[src/rtl/xdd_pkg.sv]
// Constants and types shared by the xor and divide datapath
package xdd_pkg;
  // Opcodes
  localparam logic [7:0] OP_XA_IMM = 8'h88;
  localparam logic [7:0] OP_XA_DIR = 8'h98;
  localparam logic [7:0] OP_XA_EXT = 8'hB8;
  localparam logic [7:0] OP_XA_IDX = 8'hA8;
  localparam logic [7:0] OP_XB_IMM = 8'hC8;
  localparam logic [7:0] OP_XB_DIR = 8'hD8;
  localparam logic [7:0] OP_XB_EXT = 8'hF8;
  localparam logic [7:0] OP_XB_IDX = 8'hE8;
  localparam logic [7:0] OP_PRE_Y  = 8'h18;
  localparam logic [7:0] OP_FRAC   = 8'h03;
  localparam logic [7:0] OP_INT    = 8'h02;
  // Bit 6 of an xor opcode selects accumulator B
  localparam int unsigned OP_SEL_B_BIT = 6;

  // Condition code bit positions
  localparam int unsigned CCR_C = 0;
  localparam int unsigned CCR_V = 1;
  localparam int unsigned CCR_Z = 2;
  localparam int unsigned CCR_N = 3;

  // Fixed addresses and values
  localparam logic [15:0] IDLE_ADDR = 16'hFFFF;
  localparam logic [7:0]  ZERO_PAGE = 8'h00;
  localparam logic [15:0] QUO_SAT   = 16'hFFFF;

  // Reset values
  localparam logic [15:0] RST_ADDR = 16'hFFFF;
  localparam logic [7:0]  RST_BYTE = 8'h00;
  localparam logic [15:0] RST_WORD = 16'h0000;

  // Divide timing in bus cycles
  localparam int unsigned DIV_FIRST_CYC = 3;
  localparam int unsigned DIV_STEPS     = 16;
  localparam int unsigned DIV_LAST_CYC  = 41;

  typedef enum logic [2:0] {
    XDD_M_IMM, XDD_M_DIR, XDD_M_EXT, XDD_M_IDX, XDD_M_PRE, XDD_M_FRAC, XDD_M_INT, XDD_M_BAD
  } xdd_mode_t;

  typedef enum logic [2:0] {
    XDD_S_IDLE, XDD_S_FETCH, XDD_S_BYTE2, XDD_S_ADDR_LO, XDD_S_OFFS, XDD_S_DUMMY, XDD_S_OPER,
    XDD_S_DIV
  } xdd_state_t;
endpackage

[src/rtl/xdd_datapath.sv]
// Exclusive-OR and divide execution datapath with its own bus sequence
// Notes on behaviour
// RULE_01 - Xor replaces each selected accumulator bit with bit xor operand bit.
// RULE_02 - Xor into A opcodes: 88 imm, 98 dir, B8 ext, A8 X, 18 A8 Y.
// RULE_03 - Xor into B opcodes: C8 imm, D8 dir, F8 ext, E8 X, 18 E8 Y.
// RULE_04 - Xor takes 2/3/4/4/5 cycles; indexed forms insert idle FFFF read first.
// RULE_05 - Fractional divide: D over X, quotient to X, remainder to D.
// RULE_06 - Fractional quotient equals numerator times 2^16 divided by denominator.
// RULE_07 - Fractional divide with zero or small denominator loads FFFF into X.
// RULE_08 - Software keeps fractional numerator below the denominator.
// RULE_09 - Fractional divide sets zero flag exactly when quotient is 0000.
// RULE_10 - Fractional divide sets overflow when denominator not above numerator.
// RULE_11 - Fractional divide sets carry for zero denominator; other flags kept.
// RULE_12 - Integer divide: D over X, quotient to X, remainder to D.
// RULE_13 - Integer divide by zero loads FFFF into X; remainder undefined.
// RULE_14 - Integer divide clears overflow; carry set only for zero denominator.
// RULE_15 - Opcodes 03 and 02 divide in 41 cycles, idle FFFF reads from cycle 3.
// RULE_16 - Xor sets N from bit 7, Z on zero, clears V, keeps C.
// RULE_17 - Double accumulator is A as high byte and B as low byte.
module xdd_datapath #(
  parameter int unsigned DIV_CYCLES = xdd_pkg::DIV_LAST_CYC
) (
  input  wire logic        clk,
  input  wire logic        rst,
  input  wire logic        start,
  input  wire logic [15:0] pc_in,
  input  wire logic [7:0]  acc_a_in,
  input  wire logic [7:0]  acc_b_in,
  input  wire logic [15:0] index_register_x_in,
  input  wire logic [15:0] iy_in,
  input  wire logic [7:0]  ccr_in,
  input  wire logic [7:0]  bus_rdata,
  output logic      [15:0] bus_addr,
  output logic             bus_rd,
  output logic             busy,
  output logic             done,
  output logic             bad_op,
  output logic      [7:0]  acc_a,
  output logic      [7:0]  acc_b,
  output logic      [15:0] index_register_x,
  output logic      [7:0]  ccr
);

  if (DIV_CYCLES < xdd_pkg::DIV_FIRST_CYC + xdd_pkg::DIV_STEPS || DIV_CYCLES > 63) begin
    $error("DIV_CYCLES out of range");
  end
  localparam logic [5:0] DIV_END  = 6'(DIV_CYCLES);
  localparam logic [5:0] STEP_END = 6'(xdd_pkg::DIV_FIRST_CYC + xdd_pkg::DIV_STEPS - 1);
  // Opcode to addressing mode
  function automatic xdd_pkg::xdd_mode_t xdd_decode(input logic [7:0] op);
    case (op)
      xdd_pkg::OP_XA_IMM, xdd_pkg::OP_XB_IMM: xdd_decode = xdd_pkg::XDD_M_IMM; // see RULE_02 RULE_03
      xdd_pkg::OP_XA_DIR, xdd_pkg::OP_XB_DIR: xdd_decode = xdd_pkg::XDD_M_DIR; // see RULE_02 RULE_03
      xdd_pkg::OP_XA_EXT, xdd_pkg::OP_XB_EXT: xdd_decode = xdd_pkg::XDD_M_EXT; // see RULE_02 RULE_03
      xdd_pkg::OP_XA_IDX, xdd_pkg::OP_XB_IDX: xdd_decode = xdd_pkg::XDD_M_IDX; // see RULE_02 RULE_03
      xdd_pkg::OP_PRE_Y: xdd_decode = xdd_pkg::XDD_M_PRE;
      xdd_pkg::OP_FRAC:  xdd_decode = xdd_pkg::XDD_M_FRAC; // see RULE_15
      xdd_pkg::OP_INT:   xdd_decode = xdd_pkg::XDD_M_INT; // see RULE_15
      default:           xdd_decode = xdd_pkg::XDD_M_BAD;
    endcase
  endfunction
  // One restoring divide step: returns remainder and shifted quotient
  function automatic logic [32:0] xdd_div_step(input logic [16:0] rem, input logic [15:0] quo,
                                               input logic [15:0] den);
    logic [16:0] trial;
    trial = {rem[15:0], quo[15]};
    if (trial >= {1'b0, den}) begin
      xdd_div_step = {17'(trial - {1'b0, den}), quo[14:0], 1'b1};
    end else begin
      xdd_div_step = {trial, quo[14:0], 1'b0};
    end
  endfunction
  xdd_pkg::xdd_state_t st_q;
  xdd_pkg::xdd_state_t st_d;
  xdd_pkg::xdd_mode_t  mode_q;
  xdd_pkg::xdd_mode_t  mode_d;
  logic        sel_b_q;
  logic        sel_b_d;
  logic [5:0]  cnt_q;
  logic [5:0]  cnt_d;
  logic [15:0] pc_q;
  logic [15:0] pc_d;
  logic [15:0] iy_q;
  logic [15:0] iy_d;
  logic [7:0]  lat_q;
  logic [7:0]  lat_d;
  logic [16:0] rem_q;
  logic [16:0] rem_d;
  logic [15:0] quo_q;
  logic [15:0] quo_d;
  logic        ovf_q;
  logic        ovf_d;
  logic        den0_q;
  logic        den0_d;
  logic [15:0] addr_q;
  logic [15:0] addr_d;
  logic        rd_q;
  logic        rd_d;
  logic        busy_q;
  logic        busy_d;
  logic        done_q;
  logic        done_d;
  logic        bad_q;
  logic        bad_d;
  logic [7:0]  a_q;
  logic [7:0]  a_d;
  logic [7:0]  b_q;
  logic [7:0]  b_d;
  logic [15:0] x_q;
  logic [15:0] x_d;
  logic [7:0]  ccr_q;
  logic [7:0]  ccr_d;

  always_comb begin
    logic        finish;
    logic        do_xor;
    logic [7:0]  res;
    logic [15:0] quot;
    logic [32:0] step;
    finish = 1'b0;
    do_xor = 1'b0;
    res    = xdd_pkg::RST_BYTE;
    quot   = xdd_pkg::RST_WORD;
    step   = 33'(0);
    st_d   = st_q;
    mode_d = mode_q;
    sel_b_d = sel_b_q;
    cnt_d  = 6'(cnt_q + 6'h01);
    pc_d   = pc_q;
    iy_d   = iy_q;
    lat_d  = lat_q;
    rem_d  = rem_q;
    quo_d  = quo_q;
    ovf_d  = ovf_q;
    den0_d = den0_q;
    addr_d = xdd_pkg::IDLE_ADDR;
    rd_d   = 1'b1;
    busy_d = 1'b1;
    done_d = 1'b0;
    bad_d  = 1'b0;
    a_d    = a_q;
    b_d    = b_q;
    x_d    = x_q;
    ccr_d  = ccr_q;
    case (st_q)
      xdd_pkg::XDD_S_IDLE: begin
        rd_d   = 1'b0;
        busy_d = 1'b0;
        cnt_d  = 6'h00;
        if (start) begin
          st_d   = xdd_pkg::XDD_S_FETCH;
          addr_d = pc_in;
          rd_d   = 1'b1;
          busy_d = 1'b1;
          cnt_d  = 6'h01;
          pc_d   = pc_in;
          iy_d   = iy_in;
          a_d    = acc_a_in;
          b_d    = acc_b_in;
          x_d    = index_register_x_in;
          ccr_d  = ccr_in;
        end
      end
      xdd_pkg::XDD_S_FETCH: begin
        mode_d  = xdd_decode(bus_rdata);
        sel_b_d = bus_rdata[xdd_pkg::OP_SEL_B_BIT];
        st_d    = xdd_pkg::XDD_S_BYTE2;
        addr_d  = 16'(pc_q + 16'h0001);
      end
      xdd_pkg::XDD_S_BYTE2: begin
        case (mode_q)
          xdd_pkg::XDD_M_IMM: begin
            do_xor = 1'b1; // see RULE_04
          end
          xdd_pkg::XDD_M_DIR: begin
            st_d   = xdd_pkg::XDD_S_OPER;
            addr_d = {xdd_pkg::ZERO_PAGE, bus_rdata}; // see RULE_04
          end
          xdd_pkg::XDD_M_EXT: begin
            lat_d  = bus_rdata;
            st_d   = xdd_pkg::XDD_S_ADDR_LO;
            addr_d = 16'(pc_q + 16'h0002);
          end
          xdd_pkg::XDD_M_IDX: begin
            lat_d = bus_rdata;
            st_d  = xdd_pkg::XDD_S_DUMMY; // see RULE_04
          end
          xdd_pkg::XDD_M_PRE: begin
            if (bus_rdata == xdd_pkg::OP_XA_IDX || bus_rdata == xdd_pkg::OP_XB_IDX) begin
              sel_b_d = bus_rdata[xdd_pkg::OP_SEL_B_BIT]; // see RULE_02 RULE_03
              st_d    = xdd_pkg::XDD_S_OFFS;
              addr_d  = 16'(pc_q + 16'h0002);
            end else begin
              bad_d  = 1'b1;
              finish = 1'b1;
            end
          end
          xdd_pkg::XDD_M_FRAC: begin
            // Numerator shifted up 16: start with it as the partial remainder
            rem_d  = {1'b0, a_q, b_q}; // see RULE_06 RULE_17
            quo_d  = xdd_pkg::RST_WORD;
            den0_d = (x_q == xdd_pkg::RST_WORD);
            ovf_d  = (x_q <= {a_q, b_q}); // see RULE_10
            st_d   = xdd_pkg::XDD_S_DIV; // see RULE_15
          end
          xdd_pkg::XDD_M_INT: begin
            rem_d  = 17'(0);
            quo_d  = {a_q, b_q}; // see RULE_12 RULE_17
            den0_d = (x_q == xdd_pkg::RST_WORD);
            ovf_d  = 1'b0;
            st_d   = xdd_pkg::XDD_S_DIV; // see RULE_15
          end
          default: begin
            bad_d  = 1'b1;
            finish = 1'b1;
          end
        endcase
      end
      xdd_pkg::XDD_S_ADDR_LO: begin
        st_d   = xdd_pkg::XDD_S_OPER;
        addr_d = {lat_q, bus_rdata}; // see RULE_04
      end
      xdd_pkg::XDD_S_OFFS: begin
        lat_d = bus_rdata;
        st_d  = xdd_pkg::XDD_S_DUMMY; // see RULE_04
      end
      xdd_pkg::XDD_S_DUMMY: begin
        st_d = xdd_pkg::XDD_S_OPER;
        if (mode_q == xdd_pkg::XDD_M_PRE) begin
          addr_d = 16'(iy_q + {8'h00, lat_q}); // see RULE_04
        end else begin
          addr_d = 16'(x_q + {8'h00, lat_q}); // see RULE_04
        end
      end
      xdd_pkg::XDD_S_OPER: begin
        do_xor = 1'b1;
      end
      xdd_pkg::XDD_S_DIV: begin
        if (cnt_q <= STEP_END) begin
          step  = xdd_div_step(rem_q, quo_q, x_q); // see RULE_05 RULE_12
          rem_d = step[32:16];
          quo_d = step[15:0];
        end
        if (cnt_q == DIV_END) begin
          finish = 1'b1; // see RULE_15
          if (den0_q || ovf_q) begin
            quot = xdd_pkg::QUO_SAT; // see RULE_07 RULE_13
          end else begin
            quot = quo_q; // see RULE_06 RULE_12
          end
          x_d = quot;
          a_d = rem_q[15:8]; // see RULE_05 RULE_17
          b_d = rem_q[7:0];
          ccr_d[xdd_pkg::CCR_Z] = (quot == xdd_pkg::RST_WORD); // see RULE_09
          ccr_d[xdd_pkg::CCR_V] = ovf_q; // see RULE_10 RULE_14
          ccr_d[xdd_pkg::CCR_C] = den0_q; // see RULE_11 RULE_14
        end
      end
      default: begin
        finish = 1'b1;
      end
    endcase
    if (do_xor) begin
      finish = 1'b1;
      res = (sel_b_q ? b_q : a_q) ^ bus_rdata; // see RULE_01
      if (sel_b_q) begin
        b_d = res;
      end else begin
        a_d = res;
      end
      ccr_d[xdd_pkg::CCR_N] = res[7]; // see RULE_16
      ccr_d[xdd_pkg::CCR_Z] = (res == xdd_pkg::RST_BYTE);
      ccr_d[xdd_pkg::CCR_V] = 1'b0;
    end
    if (finish) begin
      st_d   = xdd_pkg::XDD_S_IDLE;
      addr_d = xdd_pkg::IDLE_ADDR;
      rd_d   = 1'b0;
      busy_d = 1'b0;
      done_d = 1'b1;
      cnt_d  = 6'h00;
    end
  end
  always_ff @(posedge clk or posedge rst) begin
    if (rst) begin
      st_q    <= xdd_pkg::XDD_S_IDLE;
      mode_q  <= xdd_pkg::XDD_M_BAD;
      sel_b_q <= 1'b0;
      cnt_q   <= 6'h00;
      pc_q    <= xdd_pkg::RST_WORD;
      iy_q    <= xdd_pkg::RST_WORD;
      lat_q   <= xdd_pkg::RST_BYTE;
      rem_q   <= 17'(0);
      quo_q   <= xdd_pkg::RST_WORD;
      ovf_q   <= 1'b0;
      den0_q  <= 1'b0;
      addr_q  <= xdd_pkg::RST_ADDR;
      rd_q    <= 1'b0;
      busy_q  <= 1'b0;
      done_q  <= 1'b0;
      bad_q   <= 1'b0;
      a_q     <= xdd_pkg::RST_BYTE;
      b_q     <= xdd_pkg::RST_BYTE;
      x_q     <= xdd_pkg::RST_WORD;
      ccr_q   <= xdd_pkg::RST_BYTE;
    end else begin
      st_q    <= st_d;
      mode_q  <= mode_d;
      sel_b_q <= sel_b_d;
      cnt_q   <= cnt_d;
      pc_q    <= pc_d;
      iy_q    <= iy_d;
      lat_q   <= lat_d;
      rem_q   <= rem_d;
      quo_q   <= quo_d;
      ovf_q   <= ovf_d;
      den0_q  <= den0_d;
      addr_q  <= addr_d;
      rd_q    <= rd_d;
      busy_q  <= busy_d;
      done_q  <= done_d;
      bad_q   <= bad_d;
      a_q     <= a_d;
      b_q     <= b_d;
      x_q     <= x_d;
      ccr_q   <= ccr_d;
    end
  end
  assign bus_addr         = addr_q;
  assign bus_rd           = rd_q;
  assign busy             = busy_q;
  assign done             = done_q;
  assign bad_op           = bad_q;
  assign acc_a            = a_q;
  assign acc_b            = b_q;
  assign index_register_x = x_q;
  assign ccr              = ccr_q;

endmodule // xdd_datapath

[config.mk]
export PLATFORM = sky130hd
export DESIGN_NAME = xdd_datapath
export DESIGN_NICKNAME = d
export VERILOG_FILES = /design/src/rtl/xdd_pkg.sv /design/src/rtl/xdd_datapath.sv
export SDC_FILE = /design/constraint.sdc
export NUM_CORES = 1
export LEC_CHECK = 0
export ABC_CLOCK_PERIOD_IN_PS = 6600
export BUFFER_PORTS_ARGS = -buffer_cell sky130_fd_sc_hd__buf_2
export CORE_UTILIZATION = 35
export CTS_BUF_LIST = sky130_fd_sc_hd__clkbuf_4 sky130_fd_sc_hd__clkbuf_8 sky130_fd_sc_hd__clkbuf_16
export CTS_CLUSTER_SIZE = 24
export DETAILED_ROUTE_END_ITERATION = 6
export GPL_ROUTABILITY_DRIVEN = 0
export HOLD_SLACK_MARGIN = 0.1
export PLACE_DENSITY = 0.62
export SETUP_SLACK_MARGIN = 0.5
export SLEW_MARGIN = 40
export SYNTH_ARGS = -nofsm -noshare
export SYNTH_HDL_FRONTEND = slang
export SYNTH_SLANG_ARGS = --single-unit
[constraint.sdc]
create_clock -name clk -period 6.6 [get_ports clk]
set_clock_uncertainty 0.2 [all_clocks]
set_input_delay 0 -clock clk [delete_from_list [all_inputs] [get_ports clk]]
set_output_delay 0 -clock clk [all_outputs]
set_load 0.05 [all_outputs]
==> metrics.csv <==
stage,metric,value,unit
timing,min_period_over_period,60.1,%
power_and_ir_drop,p_int,0.00358,W
grt,antenna_found_initial,0,
cts,cts_tree,done,
place,portBuffers,142,
synthesis,avgSynthCellArea,8.78,um2
timing,finalCriticalPeriod,3.97,ns
floorplan,die_height,171,um
power_and_ir_drop,total_power,0.00737,W
cts,cts_made_buffers,17,
drt,wire_per_inst,21.3,um
worst_setup_path,r2r-start,mode_q[2]$_DFFE_PP1P_,
power_and_ir_drop,ir_drop,0.000312,V
drt,drtPass1Iterations,5,
grt,gr-usage-all-layers,25.4,%
floorplan,die_area,29200,um2
synthesis,syn_nets,1270,
timing,setup-violations-final,0,
worst_setup_path,path_buf_inv,2,
power_and_ir_drop,power_density,583,nW/um2
worst_setup_path,crit_family,compound AO/OA/AOI/OAI gates,
synthesis,syn_inst,1138,
timing,tightest_slew,0.783,ns
timing,slew_viol_final,0,
synthesis,synth_edf_count,0,
floorplan,initial_core_util,35.8,%
synthesis,ys.flop_type,dfrtp_1,
layout,drive_gt1_share,19.2,%
grt,grt_first_pass_wirelength,55.5,mm
worst_setup_path,slowest_stage,dfstp_2,
job,max_cap_viol_count,0,
drt,viasPerCell,5.77,
floorplan,io_pins,143,
worst_setup_path,worstPathArrival,4.13,ns
power_and_ir_drop,pwr-share-seq,28.8,%
layout,nets,1472,
power_and_ir_drop,power_frac_clock,14.0,%
place,placed_area,11000,um2
synthesis,synthArstFlopShare,100,%
synthesis,ys_types,72,
cts,clk_latency,0.44,ns
worst_setup_path,reg2regPathDepth,12,
drt,drc,0,
drt,num_vias,9984,
worst_setup_path,r2r-end,bus_addr[4]$_DFF_PP1_,
worst_setup_path,cp-start-kind,flop,
floorplan,chipWidth,171,um
place,dp_hpwl,26.0,mm
worst_hold_path,hold_end,ccr[7]$_DFFE_PP0P_,
cts,htreeDepth,4,
synthesis,ys_ff_latch,146,
drt,wirelength,36.8,mm
synthesis,yosysWarnings,0,
drt,postRouteAntennaNets,0,
worst_hold_path,min_path_cells,3,
worst_setup_path,path_max_fanout,15,
timing,hold_viol,0,
cts,cts_max_path_buffers,2,
synthesis,seq_area_frac_synth,36.8,%
worst_setup_path,path_cells,"nor3b_4, nand2_1, o21ai_0, ha_1, inv_1, fa_1, o21ai_0, xnor2_1, nand2_1, a221oi_1, o211ai_1, dlygate4sd3_1",
worst_setup_path,crit_required,6.76,ns
worst_hold_path,hp-start,ccr_in[7],
timing,rsz0062_at_grt,no,
layout,diodes,0,
cts,cts_sinks,146,
worst_setup_path,cp-end-kind,flop,
floorplan,rows,61,
synthesis,synth.largest_area_cell,dfrtp_1,
grt,grt_max_degree,88,
worst_hold_path,min_path_type,input port to flop,
cts,cts_root_buf,clkbuf_16,
power_and_ir_drop,p_comb_share,57.2,%
cts,postCtsSetupBuffers,0,
cts,cts_hold_buf,100,
timing,max_slew_margin,47.6,%
cts,cts_resized,0,
worst_setup_path,r2r_setup_slack,2.63,ns
worst_setup_path,slowest_delay,0.63,ns
worst_setup_path,path_class,flop to flop,
outcome,status,"finished, final reports clean",
synthesis,synth_area,9990,um2
layout,syn_to_final_growth,26.6,%
power_and_ir_drop,p_leak,5.44,nW
timing,fin_setup_tns,0,ns
timing,fmax,0.252,GHz
grt,grt_pass1_vias,9438,
synthesis,synth_top_area_share,31.8,%
power_and_ir_drop,p_sw_share,51.3,%
synthesis,synth.area.top_cells,"dfrtp_1, ha_1, dfstp_2, nor2_1, o21ai_0",
layout,post-route-cell-area,12600,um2
timing,whs,0.117,ns
grt,grt_overflow,0,
cts,cts.clk_slew.worst_paths,0.07,ns
drt,drt_iter0_drc,1126,
power_and_ir_drop,switchingPower,0.00378,W
floorplan,core,27900,um2
## synth_stat cells (4+ instances only)
cell type / count
dfrtp_1: 127
nor2_1: 119
nand2_1: 89
o21ai_0: 79
a21oi_1: 68
inv_1: 50
clkbuf_1: 47
ha_1: 47
xnor2_1: 37
mux2_2: 30
mux2i_1: 28
o21ai_1: 28
a221oi_1: 27
xor2_1: 27
nand3_1: 25
or3_1: 20
buf_2: 19
dfstp_2: 19
a31oi_1: 18
a211oi_1: 17
a22oi_1: 17
o22ai_1: 17
a21o_1: 16
nor4_1: 16
mux2_1: 15
nand4_1: 15
nor3_1: 10
nand2b_1: 9
o31ai_1: 8
a22o_1: 5
and3_1: 5
nor2b_1: 5
o21a_1: 5
or2_2: 5
and2_1: 4
o211ai_1: 4
o221ai_1: 4
## registers in the layout, indices dropped and copies added, names as in the netlist, 3 cells and up
name / count
ccr: 8
pc_q: 16
bus_addr: 16
quo_q: 16
rem_q: 16
index_register_x: 16
lat_q: 8
acc_a: 8
iy_q: 16
mode_q: 3
cnt_q: 6
st_q: 3
acc_b: 8
## cells in the final DEF, fill, tap and decap left out, drive strengths merged, types with 18 or more instances in the layout
| master | Yosys | routed |
|---|---|---|
| or3 | 20 | 20 |
| xor2 | 27 | 27 |
| a31oi | 18 | 18 |
| dlygate4sd3 | 0 | 100 |
| dfrtp | 127 | 127 |
| dfstp | 19 | 19 |
| o21ai | 107 | 107 |
| inv | 50 | 54 |
| a221oi | 27 | 27 |
| nand3 | 25 | 25 |
| mux2i | 28 | 28 |
| a211oi | 18 | 18 |
| ha | 47 | 47 |
| a21oi | 68 | 68 |
| nor2 | 119 | 119 |
| mux2 | 45 | 45 |
| nand2 | 89 | 89 |
| clkbuf | 47 | 20 |
| buf | 25 | 155 |
| xnor2 | 37 | 37 |
## worst max path at each step
stage / endpoint / from / cells past startpoint
finish: bus_addr[4]$_DFF_PP1_ / mode_q[2]$_DFFE_PP1P_ / 12
floorplan: acc_a[0]$_DFF_PP0_ / rst / 1
global placement: bus_addr[14]$_DFF_PP1_ / mode_q[2]$_DFFE_PP1P_ / 12
detailed placement: bus_addr[14]$_DFF_PP1_ / mode_q[2]$_DFFE_PP1P_ / 12
CTS: bus_addr[4]$_DFF_PP1_ / st_q[0]$_DFFE_PP0P_ / 8
global route: bus_addr[4]$_DFF_PP1_ / mode_q[2]$_DFFE_PP1P_ / 12
## stage by stage
| stage | std cells | setup slack [ns] | util (%) |
|---|---|---|---|
| 4_1_cts | 1731 | 2.54 | 45.2 |
| 3_5_place_dp | 1599 | 2.92 | 39.5 |
| 2_1_floorplan | 1138 | 2.51 | - |
| 3_3_place_gp | 1597 | 2.57 | 39.3 |
| 5_1_grt | 1731 | 2.36 | 45.3 |
| 6_report | 1731 | 2.63 | 45.3 |
## routing by layer
metal | wire (um) | track usage, % | part of all wire [%]
met5 | 0 | 0 | 0
met4 | 1370 | 10.4 | 3.7
met3 | 2740 | 4.44 | 7.4
met2 | 17400 | 41.9 | 47
met1 | 15300 | 32.7 | 42
## tightest hold or removal path: stages
cell and delay [ns]:
dlygate4sd3_1 0.52, buf_2 0.09, mux2_1 0.11
## logic make-up after synthesis
| logic type | after synthesis | synth area share (%) |
|---|---|---|
| flip-flops | 146 | 36.8 |
| multiplexers | 73 | 7.88 |
| buffers and inverters | 122 | 5.01 |
| AND/OR/NAND/NOR | 343 | 16.6 |
| XOR/XNOR | 64 | 5.61 |
| adder cells (fa/ha/maj) | 49 | 6.29 |
| AO/OA/AOI/OAI | 341 | 21.8 |
## area by class of cell
class	instances	area [um2]
fillers	2738	15300
multi-input cells	870	5850
flip-flops and latches	146	3680
repair buffers	255	1830
well taps	378	473
clock buffers	20	467
inverters	50	195
clock inverters	12	148
## power groups by stage
stage	combinational, W	clock (W)	sequential (W)
after floorplan	0.00260	0	0.00230
after global placement	0.00390	0	0.00210
after detailed placement	0.00398	0	0.00211
after CTS	0.00415	0.00104	0.00209
after global routing	0.00458	0.00108	0.00216
final	0.00421	0.00103	0.00212
Power figures use the tool's default switching activity.
